File: src/shared/rtc_pkg.sv
// How it works
// - time base comes from 32.768 kHz crystal
// - time counters cleared only by power-on reset
// - clock keeps running in power saving modes
// - midnight flag set at rollover, software clears
// - day wrap mode picks 23 or 255
// - day wrap mode cleared only by power-on
// - timebase field picks tick, second, minute, hour
// - single shot stops after one alarm
// - alarm flag set on interval, software clears
// - interval disabled holds count at zero
// - interval runs only with both enables
// - clock enable resets to one, gates strobes
// - fraction ticks wrap 127, bump seconds
// - seconds wrap 59, bump minutes
// - minutes wrap 59, bump hours
// - hour wrap sets midnight and interrupt
// - count equal target sets alarm, interrupt
// - interval counter is eight bits
// - time registers reset only at power-on
// - nominal trim holds compensation at 25 C
package rtc_pkg;
  // ----------------------------------------
  // register addresses
  // ----------------------------------------
  localparam logic [7:0] ADDR_CONFIG = 8'h00_A1;
  localparam logic [7:0] ADDR_FRACTION = 8'h00_A2;
  localparam logic [7:0] ADDR_SECONDS = 8'h00_A3;
  localparam logic [7:0] ADDR_MINUTES = 8'h00_A4;
  localparam logic [7:0] ADDR_HOURS = 8'h00_A5;
  localparam logic [7:0] ADDR_TARGET = 8'h00_A6;
  localparam logic [7:0] ADDR_KEY = 8'h00_C1;
  localparam logic [7:0] ADDR_NOM_TRIM = 8'h00_F6;
  localparam logic [7:0] ADDR_THERM_TRIM = 8'h00_F7;
  localparam logic [7:0] ADDR_PIN_OPT = 8'h00_FF;
  // ----------------------------------------
  // config fields
  // ----------------------------------------
  localparam int BIT_MIDNIGHT = 7;
  localparam int BIT_DAY_WRAP = 6;
  localparam int BIT_BASE_HI = 5;
  localparam int BIT_BASE_LO = 4;
  localparam int BIT_SINGLE = 3;
  localparam int BIT_ALARM = 2;
  localparam int BIT_INT_EN = 1;
  localparam int BIT_KEEP_EN = 0;
  localparam logic [7:0] KEY_TIME_UNLOCK = 8'h00_EA;
  localparam logic [7:0] FRACTION_LAST = 8'h00_7F;
  localparam logic [7:0] MINSEC_LAST = 8'h00_3B;
  localparam logic [7:0] HOUR_LAST_DAY = 8'h00_17;
  localparam logic [7:0] HOUR_LAST_LONG = 8'h00_FF;
  localparam logic [7:0] ZERO_BYTE = 8'h00_00;
  // ----------------------------------------
  // timing
  // ----------------------------------------
  localparam int XTAL_HZ = 32768;
  localparam int TICKS_PER_SEC = 128;
  localparam int XTAL_PER_TICK = XTAL_HZ / TICKS_PER_SEC;
  localparam logic [8:0] TICK_RELOAD = 9'(XTAL_PER_TICK - 1);
  localparam int WINDOW_TICKS = 3904;
  localparam logic [11:0] WINDOW_LAST = 12'(WINDOW_TICKS - 1);
  typedef enum logic [1:0] {BASE_TICK, BASE_SEC, BASE_MIN, BASE_HOUR} base_type;
  typedef struct packed {
    logic wr;
    logic [7:0] addr;
    logic [7:0] wdata;
  } sfr_req_type;
  typedef struct packed {
    logic tick;
    logic sec;
    logic min;
    logic hour;
  } tick_set_type;
endpackage

File: src/verilog/rtc_timekeeper.sv
`timescale 1ns/1ps
module rtc_timekeeper
  import rtc_pkg::*;
(
  input wire logic ref_clk,
  input wire logic rst_n,
  input wire logic por_n,
  input wire logic xtal_clk,
  input wire sfr_req_type sfr_req,
  output logic [7:0] sfr_rdata,
  output logic rtc_irq,
  output logic strobe_enable
);
  // ----------------------------------------
  // crystal edge sync
  // ----------------------------------------
  logic xs1_ff, xs2_ff, xs3_ff;
  always_ff @(posedge ref_clk) begin
    xs1_ff <= xtal_clk;
    xs2_ff <= xs1_ff;
    xs3_ff <= xs2_ff;
  end
  wire xtal_edge = xs2_ff & ~xs3_ff;

  // ----------------------------------------
  // registers
  // ----------------------------------------
  logic [7:0] frac_ff, sec_ff, min_ff, hour_ff, target_ff, key_ff;
  logic [7:0] nom_trim_ff, therm_trim_ff, pin_opt_ff, icount_ff;
  logic midnight_ff, alarm_ff, day_wrap_ff, single_ff, int_en_ff, keep_en_ff;
  logic [1:0] base_ff;
  logic shot_done_ff;
  logic [8:0] div_ff;
  logic [11:0] win_ff;
  logic [7:0] corr_ff;
  logic corr_neg_ff;

  wire wr_cfg = sfr_req.wr & (sfr_req.addr == ADDR_CONFIG);
  wire unlocked = key_ff == KEY_TIME_UNLOCK;
  wire wr_time = sfr_req.wr & unlocked &
    ((sfr_req.addr == ADDR_FRACTION) | (sfr_req.addr == ADDR_SECONDS) |
     (sfr_req.addr == ADDR_MINUTES) | (sfr_req.addr == ADDR_HOURS));

  // ----------------------------------------
  // calibrated tick
  // ----------------------------------------
  wire [8:0] trim_sum = {nom_trim_ff[7], nom_trim_ff} + {therm_trim_ff[7], therm_trim_ff};
  wire adjust_now = (corr_ff != ZERO_BYTE) & (div_ff == 9'h0_000);
  wire [8:0] reload = !adjust_now ? TICK_RELOAD :
    (corr_neg_ff ? TICK_RELOAD + 9'h0_001 : TICK_RELOAD - 9'h0_001);
  wire tick = xtal_edge & (div_ff == 9'h0_000);
  always_ff @(posedge ref_clk) begin
    if (!por_n) begin
      div_ff <= TICK_RELOAD;
      win_ff <= 12'h0_000;
      corr_ff <= ZERO_BYTE;
      corr_neg_ff <= 1'b0;
    end else if (xtal_edge) begin
      div_ff <= (div_ff == 9'h0_000) ? reload : div_ff - 9'h0_001;
      if (tick) begin
        if (win_ff == WINDOW_LAST) begin
          win_ff <= 12'h0_000;
          corr_neg_ff <= trim_sum[8];
          corr_ff <= trim_sum[8] ? 8'(-trim_sum) : trim_sum[7:0];
        end else begin
          win_ff <= win_ff + 12'h0_001;
          if (adjust_now) corr_ff <= corr_ff - 8'h00_01;
        end
      end
    end
  end

  // ----------------------------------------
  // time cascade
  // ----------------------------------------
  wire frac_wrap = tick & (frac_ff == FRACTION_LAST);
  wire sec_wrap = frac_wrap & (sec_ff == MINSEC_LAST);
  wire min_wrap = sec_wrap & (min_ff == MINSEC_LAST);
  wire [7:0] hour_last = day_wrap_ff ? HOUR_LAST_DAY : HOUR_LAST_LONG;
  wire hour_wrap = min_wrap & (hour_ff == hour_last);
  always_ff @(posedge ref_clk) begin
    if (!por_n) begin
      frac_ff <= ZERO_BYTE;
      sec_ff <= ZERO_BYTE;
      min_ff <= ZERO_BYTE;
      hour_ff <= ZERO_BYTE;
    end else if (wr_time) begin
      if (sfr_req.addr == ADDR_FRACTION) frac_ff <= sfr_req.wdata;
      if (sfr_req.addr == ADDR_SECONDS) sec_ff <= sfr_req.wdata;
      if (sfr_req.addr == ADDR_MINUTES) min_ff <= sfr_req.wdata;
      if (sfr_req.addr == ADDR_HOURS) hour_ff <= sfr_req.wdata;
    end else if (tick) begin
      frac_ff <= frac_wrap ? ZERO_BYTE : frac_ff + 8'h00_01;
      if (frac_wrap) sec_ff <= sec_wrap ? ZERO_BYTE : sec_ff + 8'h00_01;
      if (sec_wrap) min_ff <= min_wrap ? ZERO_BYTE : min_ff + 8'h00_01;
      if (min_wrap) hour_ff <= hour_wrap ? ZERO_BYTE : hour_ff + 8'h00_01;
    end
  end

  // ----------------------------------------
  // interval timer
  // ----------------------------------------
  tick_set_type bases;
  assign bases = '{tick: tick, sec: frac_wrap, min: sec_wrap, hour: min_wrap};
  wire base_tick = (base_ff == BASE_TICK) ? bases.tick :
                   (base_ff == BASE_SEC) ? bases.sec :
                   (base_ff == BASE_MIN) ? bases.min : bases.hour;
  wire int_run = int_en_ff & keep_en_ff & ~shot_done_ff;
  wire [7:0] nxt_icount = icount_ff + 8'h00_01;
  wire int_hit = int_run & base_tick & (nxt_icount == target_ff);
  always_ff @(posedge ref_clk) begin
    if (!rst_n || !int_en_ff) begin
      icount_ff <= ZERO_BYTE;
      shot_done_ff <= 1'b0;
    end else if (int_run && base_tick) begin
      icount_ff <= int_hit ? ZERO_BYTE : nxt_icount;
      if (int_hit && single_ff) shot_done_ff <= 1'b1;
    end
  end

  // ----------------------------------------
  // config and trims
  // ----------------------------------------
  always_ff @(posedge ref_clk) begin
    if (!por_n) day_wrap_ff <= 1'b0;
    else if (wr_cfg) day_wrap_ff <= sfr_req.wdata[BIT_DAY_WRAP];
  end
  always_ff @(posedge ref_clk) begin
    if (!por_n || !rst_n) begin
      midnight_ff <= 1'b0;
      alarm_ff <= 1'b0;
      base_ff <= BASE_TICK;
      single_ff <= 1'b0;
      int_en_ff <= 1'b0;
      keep_en_ff <= 1'b1;
      target_ff <= ZERO_BYTE;
      key_ff <= ZERO_BYTE;
      nom_trim_ff <= ZERO_BYTE;
      therm_trim_ff <= ZERO_BYTE;
      pin_opt_ff <= ZERO_BYTE;
    end else begin
      midnight_ff <= hour_wrap | (midnight_ff &
        ~(wr_cfg & ~sfr_req.wdata[BIT_MIDNIGHT]));
      alarm_ff <= int_hit | (alarm_ff & ~(wr_cfg & ~sfr_req.wdata[BIT_ALARM]));
      if (wr_cfg) begin
        base_ff <= sfr_req.wdata[BIT_BASE_HI:BIT_BASE_LO];
        single_ff <= sfr_req.wdata[BIT_SINGLE];
        int_en_ff <= sfr_req.wdata[BIT_INT_EN];
        keep_en_ff <= sfr_req.wdata[BIT_KEEP_EN];
      end
      if (sfr_req.wr && sfr_req.addr == ADDR_TARGET) target_ff <= sfr_req.wdata;
      if (sfr_req.wr && sfr_req.addr == ADDR_KEY) key_ff <= sfr_req.wdata;
      else if (sfr_req.wr) key_ff <= ZERO_BYTE;
      if (sfr_req.wr && sfr_req.addr == ADDR_NOM_TRIM) nom_trim_ff <= sfr_req.wdata;
      if (sfr_req.wr && sfr_req.addr == ADDR_THERM_TRIM) therm_trim_ff <= sfr_req.wdata;
      if (sfr_req.wr && sfr_req.addr == ADDR_PIN_OPT) pin_opt_ff <= sfr_req.wdata;
    end
  end

  // ----------------------------------------
  // read mux and outputs
  // ----------------------------------------
  wire [7:0] cfg_view = {midnight_ff, day_wrap_ff, base_ff, single_ff,
                         alarm_ff, int_en_ff, keep_en_ff};
  wire [7:0] rd_mux =
    (sfr_req.addr == ADDR_CONFIG) ? cfg_view :
    (sfr_req.addr == ADDR_FRACTION) ? frac_ff :
    (sfr_req.addr == ADDR_SECONDS) ? sec_ff :
    (sfr_req.addr == ADDR_MINUTES) ? min_ff :
    (sfr_req.addr == ADDR_HOURS) ? hour_ff :
    (sfr_req.addr == ADDR_TARGET) ? target_ff :
    (sfr_req.addr == ADDR_KEY) ? key_ff :
    (sfr_req.addr == ADDR_NOM_TRIM) ? nom_trim_ff :
    (sfr_req.addr == ADDR_THERM_TRIM) ? therm_trim_ff :
    (sfr_req.addr == ADDR_PIN_OPT) ? pin_opt_ff : ZERO_BYTE;
  always_ff @(posedge ref_clk) begin
    if (!rst_n) begin
      sfr_rdata <= ZERO_BYTE;
      rtc_irq <= 1'b0;
      strobe_enable <= 1'b0;
    end else begin
      sfr_rdata <= rd_mux;
      rtc_irq <= midnight_ff | alarm_ff;
      strobe_enable <= keep_en_ff;
    end
  end

  // ----------------------------------------
  // checks
  // ----------------------------------------
  a_midnight_set: assert property (@(posedge ref_clk) disable iff (!rst_n || !por_n)
    hour_wrap |=> midnight_ff) else $error("midnight flag not set");
  a_alarm_set: assert property (@(posedge ref_clk) disable iff (!rst_n || !por_n)
    int_hit |=> alarm_ff) else $error("alarm flag not set");
  a_hold_zero: assert property (@(posedge ref_clk) disable iff (!rst_n || !por_n)
    !int_en_ff |=> icount_ff == ZERO_BYTE) else $error("count not held");
  a_run_gate: assert property (@(posedge ref_clk) disable iff (!rst_n || !por_n)
    !keep_en_ff && int_en_ff |=> $stable(icount_ff)) else $error("timer ran disabled");
  a_frac_wrap: assert property (@(posedge ref_clk) disable iff (!rst_n || !por_n)
    frac_wrap && !wr_time |=> frac_ff == ZERO_BYTE) else $error("fraction wrap");
  a_sec_wrap: assert property (@(posedge ref_clk) disable iff (!rst_n || !por_n)
    sec_wrap && !wr_time |=> sec_ff == ZERO_BYTE && min_ff != $past(min_ff))
    else $error("second wrap");
  a_hour_day: assert property (@(posedge ref_clk) disable iff (!rst_n || !por_n)
    day_wrap_ff && !wr_time |-> hour_ff <= HOUR_LAST_DAY || $past(wr_time))
    else $error("hour past 23");
  a_irq_follow: assert property (@(posedge ref_clk) disable iff (!rst_n || !por_n)
    hour_wrap |-> ##2 rtc_irq) else $error("irq missing");
  a_single_stop: assert property (@(posedge ref_clk) disable iff (!rst_n || !por_n)
    int_hit && single_ff |=> !int_run) else $error("single shot rerun");

  // ----------------------------------------
  // time cascade checks
  // ----------------------------------------
  a_frac_step: assert property (@(posedge ref_clk) disable iff (!rst_n || !por_n)
    tick && !frac_wrap && !wr_time
    |=> frac_ff == $past(frac_ff) + 8'h00_01)
    else $error("fraction step");
  a_frac_hold: assert property (@(posedge ref_clk) disable iff (!rst_n || !por_n)
    !tick && !wr_time
    |=> $stable(frac_ff))
    else $error("fraction moved without tick");
  a_sec_step: assert property (@(posedge ref_clk) disable iff (!rst_n || !por_n)
    frac_wrap && !sec_wrap && !wr_time
    |=> sec_ff == $past(sec_ff) + 8'h00_01)
    else $error("second step");
  a_sec_hold: assert property (@(posedge ref_clk) disable iff (!rst_n || !por_n)
    !frac_wrap && !wr_time
    |=> $stable(sec_ff))
    else $error("second moved early");
  a_min_step: assert property (@(posedge ref_clk) disable iff (!rst_n || !por_n)
    sec_wrap && !min_wrap && !wr_time
    |=> min_ff == $past(min_ff) + 8'h00_01)
    else $error("minute step");
  a_min_hold: assert property (@(posedge ref_clk) disable iff (!rst_n || !por_n)
    !sec_wrap && !wr_time
    |=> $stable(min_ff))
    else $error("minute moved early");
  a_min_wrap: assert property (@(posedge ref_clk) disable iff (!rst_n || !por_n)
    min_wrap && !wr_time
    |=> min_ff == ZERO_BYTE)
    else $error("minute wrap");
  a_hour_step: assert property (@(posedge ref_clk) disable iff (!rst_n || !por_n)
    min_wrap && !hour_wrap && !wr_time
    |=> hour_ff == $past(hour_ff) + 8'h00_01)
    else $error("hour step");
  a_hour_hold: assert property (@(posedge ref_clk) disable iff (!rst_n || !por_n)
    !min_wrap && !wr_time
    |=> $stable(hour_ff))
    else $error("hour moved early");
  a_hour_zero: assert property (@(posedge ref_clk) disable iff (!rst_n || !por_n)
    hour_wrap && !wr_time
    |=> hour_ff == ZERO_BYTE)
    else $error("hour wrap");
  a_hour_long: assert property (@(posedge ref_clk) disable iff (!rst_n || !por_n)
    min_wrap && !day_wrap_ff && !wr_time && hour_ff == HOUR_LAST_DAY
    |=> hour_ff == HOUR_LAST_DAY + 8'h00_01)
    else $error("long mode wrapped at 23");
  a_wrap_keep: assert property (@(posedge ref_clk) disable iff (!rst_n || !por_n)
    !wr_cfg
    |=> $stable(day_wrap_ff))
    else $error("wrap mode moved");

  // ----------------------------------------
  // divider checks
  // ----------------------------------------
  a_tick_gap: assert property (@(posedge ref_clk) disable iff (!rst_n || !por_n)
    tick
    |=> !tick)
    else $error("tick twice in a row");
  a_div_step: assert property (@(posedge ref_clk) disable iff (!rst_n || !por_n)
    xtal_edge && div_ff != 9'h0_000
    |=> div_ff == $past(div_ff) - 9'h0_001)
    else $error("divider step");
  a_div_hold: assert property (@(posedge ref_clk) disable iff (!rst_n || !por_n)
    !xtal_edge
    |=> $stable(div_ff))
    else $error("divider moved without edge");
  a_div_reload: assert property (@(posedge ref_clk) disable iff (!rst_n || !por_n)
    xtal_edge && div_ff == 9'h0_000 && !adjust_now
    |=> div_ff == TICK_RELOAD)
    else $error("divider reload");
  a_corr_range: assert property (@(posedge ref_clk) disable iff (!rst_n || !por_n)
    xtal_edge && adjust_now
    |=> div_ff == TICK_RELOAD + 9'h0_001 || div_ff == TICK_RELOAD - 9'h0_001)
    else $error("trim step out of range");
  a_win_step: assert property (@(posedge ref_clk) disable iff (!rst_n || !por_n)
    tick && win_ff != WINDOW_LAST
    |=> win_ff == $past(win_ff) + 12'h0_001)
    else $error("window step");
  a_win_wrap: assert property (@(posedge ref_clk) disable iff (!rst_n || !por_n)
    tick && win_ff == WINDOW_LAST
    |=> win_ff == 12'h0_000)
    else $error("window wrap");

  // ----------------------------------------
  // interval checks
  // ----------------------------------------
  a_count_step: assert property (@(posedge ref_clk) disable iff (!rst_n || !por_n)
    int_run && base_tick && !int_hit
    |=> icount_ff == $past(icount_ff) + 8'h00_01)
    else $error("interval step");
  a_count_restart: assert property (@(posedge ref_clk) disable iff (!rst_n || !por_n)
    int_hit
    |=> icount_ff == ZERO_BYTE)
    else $error("interval restart");
  a_count_idle: assert property (@(posedge ref_clk) disable iff (!rst_n || !por_n)
    int_en_ff && !(int_run && base_tick)
    |=> $stable(icount_ff))
    else $error("interval moved idle");
  a_shot_hold: assert property (@(posedge ref_clk) disable iff (!rst_n || !por_n)
    shot_done_ff && int_en_ff
    |=> shot_done_ff)
    else $error("single shot rearmed");
  a_repeat_run: assert property (@(posedge ref_clk) disable iff (!rst_n || !por_n)
    int_hit && !single_ff
    |=> !shot_done_ff)
    else $error("repeat mode stopped");
  a_target_load: assert property (@(posedge ref_clk) disable iff (!rst_n || !por_n)
    sfr_req.wr && sfr_req.addr == ADDR_TARGET
    |=> target_ff == $past(sfr_req.wdata))
    else $error("target not loaded");

  // ----------------------------------------
  // flag checks
  // ----------------------------------------
  a_alarm_hold: assert property (@(posedge ref_clk) disable iff (!rst_n || !por_n)
    alarm_ff && !wr_cfg
    |=> alarm_ff)
    else $error("alarm dropped");
  a_alarm_clear: assert property (@(posedge ref_clk) disable iff (!rst_n || !por_n)
    wr_cfg && !sfr_req.wdata[BIT_ALARM] && !int_hit
    |=> !alarm_ff)
    else $error("alarm not cleared");
  a_alarm_cause: assert property (@(posedge ref_clk) disable iff (!rst_n || !por_n)
    !alarm_ff && !int_hit
    |=> !alarm_ff)
    else $error("alarm without hit");
  a_mid_hold: assert property (@(posedge ref_clk) disable iff (!rst_n || !por_n)
    midnight_ff && !wr_cfg
    |=> midnight_ff)
    else $error("midnight dropped");
  a_mid_clear: assert property (@(posedge ref_clk) disable iff (!rst_n || !por_n)
    wr_cfg && !sfr_req.wdata[BIT_MIDNIGHT] && !hour_wrap
    |=> !midnight_ff)
    else $error("midnight not cleared");
  a_mid_cause: assert property (@(posedge ref_clk) disable iff (!rst_n || !por_n)
    !midnight_ff && !hour_wrap
    |=> !midnight_ff)
    else $error("midnight without wrap");

  // ----------------------------------------
  // output and key checks
  // ----------------------------------------
  a_irq_alarm: assert property (@(posedge ref_clk) disable iff (!rst_n || !por_n)
    alarm_ff
    |=> rtc_irq)
    else $error("irq missing for alarm");
  a_irq_mid: assert property (@(posedge ref_clk) disable iff (!rst_n || !por_n)
    midnight_ff
    |=> rtc_irq)
    else $error("irq missing for midnight");
  a_irq_quiet: assert property (@(posedge ref_clk) disable iff (!rst_n || !por_n)
    !alarm_ff && !midnight_ff
    |=> !rtc_irq)
    else $error("irq without flag");
  a_strobe_on: assert property (@(posedge ref_clk) disable iff (!rst_n || !por_n)
    keep_en_ff
    |=> strobe_enable)
    else $error("strobe enable low");
  a_strobe_off: assert property (@(posedge ref_clk) disable iff (!rst_n || !por_n)
    !keep_en_ff
    |=> !strobe_enable)
    else $error("strobe enable high");
  a_key_clear: assert property (@(posedge ref_clk) disable iff (!rst_n || !por_n)
    sfr_req.wr && sfr_req.addr != ADDR_KEY
    |=> key_ff == ZERO_BYTE)
    else $error("key not cleared");
  a_locked_sec: assert property (@(posedge ref_clk) disable iff (!rst_n || !por_n)
    sfr_req.wr && !unlocked && sfr_req.addr == ADDR_SECONDS && !frac_wrap
    |=> $stable(sec_ff))
    else $error("locked write landed");
  a_trim_load: assert property (@(posedge ref_clk) disable iff (!rst_n || !por_n)
    sfr_req.wr && sfr_req.addr == ADDR_NOM_TRIM
    |=> nom_trim_ff == $past(sfr_req.wdata))
    else $error("trim not loaded");
endmodule
File: config.mk
export PLATFORM = sky130hd
export DESIGN_NAME = rtc_timekeeper
export DESIGN_NICKNAME = d
export VERILOG_FILES = /design/src/shared/rtc_pkg.sv /design/src/verilog/rtc_timekeeper.sv
export SDC_FILE = /design/constraint.sdc
export NUM_CORES = 1
export LEC_CHECK = 0
export BUFFER_PORTS_ARGS = -buffer_cell sky130_fd_sc_hd__buf_2
export CORE_MARGIN = 4
export CORE_UTILIZATION = 65
export DETAILED_ROUTE_END_ITERATION = 10
export HOLD_SLACK_MARGIN = 0.12
export MAX_ROUTING_LAYER = met4
export PLACE_DENSITY = 0.83
export SLEW_MARGIN = 20
export SYNTH_ARGS = -nofsm -noshare
export SYNTH_HDL_FRONTEND = slang
export SYNTH_SLANG_ARGS = --single-unit
File: constraint.sdc
create_clock -name ref_clk -period 5.1 [get_ports ref_clk]
set_input_delay 0.51 -clock ref_clk [delete_from_list [all_inputs] [get_ports ref_clk]]
set_output_delay 0.51 -clock ref_clk [all_outputs]
set_load 0.02 [all_outputs]
Word-level counts from Yosys, hierarchy flattened
Cells that the tools add are included.
{"block": "word_totals", "regBits": 132, "latchBits": 0, "ramBits": 0, "romBits": 0, "output_inout_bits": 10, "wordCells": 163, "n_memories": 0}
{"block": "op_classes", "addsub": 10, "mul": 0, "div": 0, "n_lt_le_gt_ge": 0, "eq_ne": 23, "shifts": 0, "muxes": 43, "bitwise": 30, "reduce_logical": 29}
{"op": "8-bit two-way mux", "n": 36}
{"op": "8-bit equality test (second input constant)", "n": 11}
{"op": "8-bit by 1-bit adder with 8-bit output (second input constant)", "n": 5}
{"op": "9-bit two-way mux", "n": 3}
{"op": "1-bit bitwise AND", "n": 18}
{"op": "8-bit by 6-bit equality test with 1-bit output (second input constant)", "n": 2}
{"op": "8-bit equality test", "n": 2}
{"op": "3-bit AND reduction", "n": 5}
{"op": "12-bit by 1-bit adder with 12-bit output (second input constant)", "n": 1}
{"op": "12-bit equality test (second input constant)", "n": 1}
{"op": "12-bit two-way mux", "n": 1}
{"op": "2-bit nonzero test", "n": 6}
{"op": "8-bit by 8-bit adder with 9-bit output", "n": 1}
{"op": "9-bit logical NOT", "n": 1}
{"op": "9-bit by 1-bit subtractor with 9-bit output (second input constant)", "n": 1}
{"op": "8-bit by 7-bit equality test with 1-bit output (second input constant)", "n": 1}
{"op": "2-bit by 1-bit != test with 1-bit output (second input constant)", "n": 4}
{"op": "8-bit negator", "n": 1}
{"op": "8-bit nonzero test", "n": 1}
{"op": "8-bit by 1-bit subtractor with 8-bit output (second input constant)", "n": 1}
{"op": "1-bit logical AND", "n": 7}
{"op": "1-bit NOT", "n": 6}
{"op": "1-bit bitwise OR", "n": 6}
{"op": "2-bit AND reduction", "n": 3}
{"op": "other kinds (6)", "n": 11}

Longest topological paths before layout
{"block": "logic_depth", "word_depth": 13, "depth_mapped": 11, "ltp_nobuf": 10}

Worst setup path before layout
Ideal clock, no wire load.
{"block": "synth_path", "path_kind": "input-to-reg", "start": "input sfr_req[11] in the netlist's numbering", "end": "register min_ff[0]", "setup_ps": 128, "arrival_ps": 2330, "slack_ps": 2642, "path_stages": 9, "path_buffers": 2, "cell_sequence": "buf_2 > or2_2 > nor3_1 > o21a_1 > buf_4 > mux2i_1 > o311ai_1 > o21ai_0 > nor2_1"}
{"block": "synth_between", "elab_chain_cells": 7, "elab_cells_between_ends": 13, "classes_between": "eq/ne: 5; mux: 1; bitwise: 4; reduce/logical: 3"}
{"item": "from (decl)", "line": "rtc_timekeeper.sv:9", "text": "input wire sfr_req_type sfr_req,"}
{"item": "8-bit equality test", "line": "rtc_timekeeper.sv:41", "text": "((sfr_req.addr == ADDR_FRACTION) | (sfr_req.addr == ADDR_SECONDS) |"}
{"item": "1-bit bitwise OR (2 in a row)", "line": "rtc_timekeeper.sv:41"}
{"item": "1-bit bitwise OR", "line": "rtc_timekeeper.sv:42", "text": "(sfr_req.addr == ADDR_MINUTES) | (sfr_req.addr == ADDR_HOURS));"}
{"item": "1-bit bitwise AND", "line": "rtc_timekeeper.sv:40", "text": "wire wr_time = sfr_req.wr & unlocked &"}
{"item": "2-bit by 1-bit != test with 1-bit output (no line) / 2-bit nonzero test (equally long branches)"}
{"item": "3-bit AND reduction (no line)"}
{"item": "to (signal assigned)", "line": "rtc_timekeeper.sv:90", "text": "if (sfr_req.addr == ADDR_MINUTES) min_ff <= sfr_req.wdata;"}
{"item": "to (signal assigned)", "line": "rtc_timekeeper.sv:95", "text": "if (sec_wrap) min_ff <= min_wrap ? ZERO_BYTE : min_ff + 8'h00_01;"}
{"item": "to (decl)", "line": "rtc_timekeeper.sv:28", "text": "logic [7:0] frac_ff, sec_ff, min_ff, hour_ff, target_ff, key_ff;"}
Several ways; a longest one is shown, not always the timed one.
A chain may end at the register's enable or synchronous reset.

Worst setup path after layout
{"block": "layout_path", "start": "register div_ff[0]", "end": "register sec_ff[5]"}
{"block": "layout_between", "elab_chain_cells": 8, "elab_cells_between_ends": 11, "classes_between": "mux: 4; bitwise: 3; reduce/logical: 4"}
{"item": "from (decl)", "line": "rtc_timekeeper.sv:33", "text": "logic [8:0] div_ff;"}
{"item": "from (signal assigned)", "line": "rtc_timekeeper.sv:59", "text": "div_ff <= (div_ff == 9'h0_000) ? reload : div_ff - 9'h0_001;"}
{"item": "9-bit logical NOT *", "line": "rtc_timekeeper.sv:51", "text": "wire tick = xtal_edge & (div_ff == 9'h0_000);"}
{"item": "1-bit bitwise AND *", "line": "rtc_timekeeper.sv:51"}
{"item": "1-bit bitwise AND", "line": "rtc_timekeeper.sv:76", "text": "wire frac_wrap = tick & (frac_ff == FRACTION_LAST);"}
{"item": "1-bit bitwise AND", "line": "rtc_timekeeper.sv:77", "text": "wire sec_wrap = frac_wrap & (sec_ff == MINSEC_LAST);"}
{"item": "8-bit two-way mux (2 in a row)", "line": "rtc_timekeeper.sv:94", "text": "if (frac_wrap) sec_ff <= sec_wrap ? ZERO_BYTE : sec_ff + 8'h00_01;"}
{"item": "8-bit two-way mux", "line": "rtc_timekeeper.sv:92", "text": "end else if (tick) begin"}
{"item": "8-bit two-way mux", "line": "rtc_timekeeper.sv:87", "text": "end else if (wr_time) begin"}
{"item": "to (signal assigned)", "line": "rtc_timekeeper.sv:89", "text": "if (sfr_req.addr == ADDR_SECONDS) sec_ff <= sfr_req.wdata;"}
{"item": "to (signal assigned)", "line": "rtc_timekeeper.sv:94"}
{"item": "to (decl)", "line": "rtc_timekeeper.sv:28"}
Every way passes the cells marked *; elsewhere a longest branch is shown, timed or not. The select of a mux whose other input is x is not followed.

==> results.json <==
{
  "status": "complete, no violations",
  "postCtsResizedCells": 0,
  "power.leakage_nw": 2.966,
  "crit_arrival_ps": 3470,
  "yosysWarningCount": 0,
  "ios": 31,
  "worstSetupPathType": "reg2reg",
  "grt_max_degree": 47,
  "gp_congestion": 0.9910,
  "synth_flop_cell": "dfxtp_1",
  "worstMarginPinSlew_ps": 1046,
  "dieArea_mm2": 0.01375,
  "worstReg2RegStart": "div_ff[0]",
  "gr-usage-all-layers": 0.3447,
  "fillers": 911,
  "viasPerCell": 6.679,
  "drtPass1Iterations": 6,
  "async_flop_share": 0,
  "max-slew-margin-rel": 0.3022,
  "cts_tree": "built",
  "rows": 39,
  "max_clock_freq_ghz": 0.3138,
  "clock_latency_ps": 430,
  "synth_edf_count": 0,
  "synth_area_mm2": 0.007760,
  "worstSetupEndpointType": "register",
  "hold_path_startpoint": "xtal_clk",
  "cts_made_buffers": 17,
  "r2r_setup_slack_ps": 1910,
  "crit_fanout": 15,
  "worst_hold_slack_ps": 182.9,
  "slew_viol_final": 0,
  "vdd_ir_drop_max_v": 0.0003064,
  "cts_buffer_depth": 2,
  "rsz0062_at_grt": "false",
  "cts.sinks": 132,
  "period_share": 0.6249,
  "gr-total-overflow": 0,
  "required_ps": 5380,
  "wire_per_inst_um": 18.83,
  "hold_viol": 0,
  "antenna_found_initial": 0,
  "wl_um": 22200,
  "core_area_mm2": 0.01156,
  "cts-root-buf": "clkbuf_16",
  "die_w_um": 117.3,
  "clk_pin_slew_ps": 60,
  "fin_skew_ps": 6.761,
  "dp_hpwl_um": 15470,
  "fp.dieH_um": 117.3,
  "syn_avg_cell_area_um2": 7.600,
  "drc_errors": 0,
  "hold_depth": 1,
  "post-route-min-period_ps": 3187,
  "antenna_left": 0,
  "startpoint_type": "register",
  "multi_input_area_mm2": 0.004811,
  "seq_area_frac_synth": 0.3405,
  "reg2reg_to": "sec_ff[5]",
  "grt_pass1_wl_um": 36020,
  "seqCellArea_mm2": 0.002643,
  "cap_viol_max_count": 0,
  "vias": 7874,
  "power_density_mw_per_mm2": 273.6,
  "hold_buffers": 0,
  "syn_inst": 1021,
  "cts_setup_buffers": 0,
  "drive_gt1_frac": 0.09266,
  "min_to": "xs1_ff",
  "ys_seq_elements": 132,
  "io_buffers": 30,
  "finalSetupTns_ps": 0,
  "rr_worst_depth": 9,
  "initialDrtViolationCount": 898,
  "start_util": 0.6710,
  "min_path_type": "in2reg",
  "final-setup-viol-count": 0,
  "synth_nets": 1062,
  "synthDistinctLibCells": 79,
  "n_antenna_cell": 0,
  "grt_pass1_vias": 7122,
  "htreeDepth": 4,
  "area_delta_synth_final_pct": 9.578,
  "finalNetCount": 1064
}
cell families after synthesis:
| kind of cell | after synthesis | share of synthesized area |
|---|---|---|
| flip-flops | 132 | 0.3405 |
| AND/OR/NAND/NOR | 442 | 0.2851 |
| multiplexers | 28 | 0.03644 |
| adder cells (fa/ha/maj) | 20 | 0.03322 |
| AO/OA/AOI/OAI | 293 | 0.2328 |
| XOR/XNOR | 28 | 0.03160 |
| buffers and inverters | 78 | 0.04031 |
worst max path at each step:
stage,startpoint,endpoint,slack (ps),depth (start not counted)
floorplan,sfr_req[11],min_ff[0],2640,9
global placement,sfr_req[16],sec_ff[4],1870,10
detailed placement,sfr_req[9],sec_ff[4],1750,9
CTS,div_ff[0],sec_ff[7],1950,9
global route,div_ff[0],sec_ff[2],1680,9
finish,div_ff[0],sec_ff[5],1910,9
cell type report:
class / count / area share
Clock buffer: 19 / 0.05209
Clock inverter: 13 / 0.01589
Inverter: 24 / 0.01059
Multi-Input combinational cell: 811 / 0.5658
Sequential cell: 132 / 0.3108
Tap cell: 143 / 0.02104
Timing Repair Buffer: 37 / 0.02384
per-stage QoR:
step	cells	total power, W	worst slack [ps]	util	instance area [um2]
final	1179	0.002326	1913	0.7353	8503
after global routing	1179	0.002386	1684	0.7353	8503
after CTS	1179	0.002324	1953	0.7353	8503
after detailed placement	1147	0.001140	1753	0.6853	7925
after global placement	1147	0.001139	1869	0.6853	7925
after floorplan	1021	0.001110	2642	-	7760
cell usage after synthesis, drive strengths merged, types with 6 or more instances:
cell    count  area share
nand2     129       0.062
nor4       14       0.012
buf        13      0.0087
and2       12      0.0097
nor3       25       0.018
ha         19       0.031
o311ai      7      0.0079
nand4       9      0.0081
or2         8      0.0064
o31ai      11       0.011
o21ai      83       0.054
dfxtp     132        0.34
clkbuf     41       0.020
nand3      73       0.048
and3       23       0.019
inv        24       0.012
a21oi      97       0.063
xor2       13       0.015
o21a        6      0.0058
nor2       92       0.045
nor3b       7      0.0068
nand2b     20       0.016
a31oi      19       0.015
mux2i      26       0.034
a22oi       7      0.0068
xnor2      15       0.017
o22ai       8      0.0064
o211ai      6      0.0058
per-layer routing:
layer / track usage / share of wire / vias to the layer above
li1: - / - / 3739
met1: 0.4491 / 0.42 / 3635
met3: 0.06632 / 0.092 / 83
met4: 0.1483 / 0.041 / 0
met2: 0.5222 / 0.45 / 417
met5: - / 0 / -
placed cells by master, fill, tap and decap left out, types with 7 or more instances in the layout:
master     count
a21oi_1       96
a22oi_1        7
a31oi_1       19
and2_1        10
and3_1        23
buf_2         30
buf_4          7
clkbuf_16     17
dfxtp_1      132
ha_1          19
inv_1         24
mux2i_1       26
nand2_1      129
nand2b_1      20
nand3_1       72
nand4_1        8
nor2_1        91
nor3_1        24
nor3b_1        7
nor4_1        12
o21ai_0       77
o22ai_1        8
o31ai_1       11
or2_2          7
xnor2_1       15
xor2_1        13
critical path, cell delays in order (launching register included):
cell     delay [ps]
dfxtp_1         350
inv_1            90
ha_1            140
or4b_4          490
nor3_4          550
nand2_1         360
o21ai_1         630
o21ai_0         190
a22oi_1         180
nor2_1           50
sequential cells by signal, summed over array words and instances (netlist names), 2 cells and up:
signal         count
sfr_rdata          8
pin_opt_ff         8
corr_ff            8
target_ff          8
min_ff             8
win_ff            12
frac_ff            8
therm_trim_ff      8
base_ff            2
hour_ff            8
key_ff             8
sec_ff             8
div_ff             9
nom_trim_ff        8
icount_ff          8
report_power, final:
part | total (W) | internal, W | switching (W)
Combinational | 0.0000834 | 0.0000200 | 0.0000634
Sequential | 0.00104 | 0.00103 | 0.00000247
Clock | 0.00121 | 0.000729 | 0.000477
Total | 0.00233 | 0.00178 | 0.000543
Note: power is estimated with default switching activity, not from simulation.
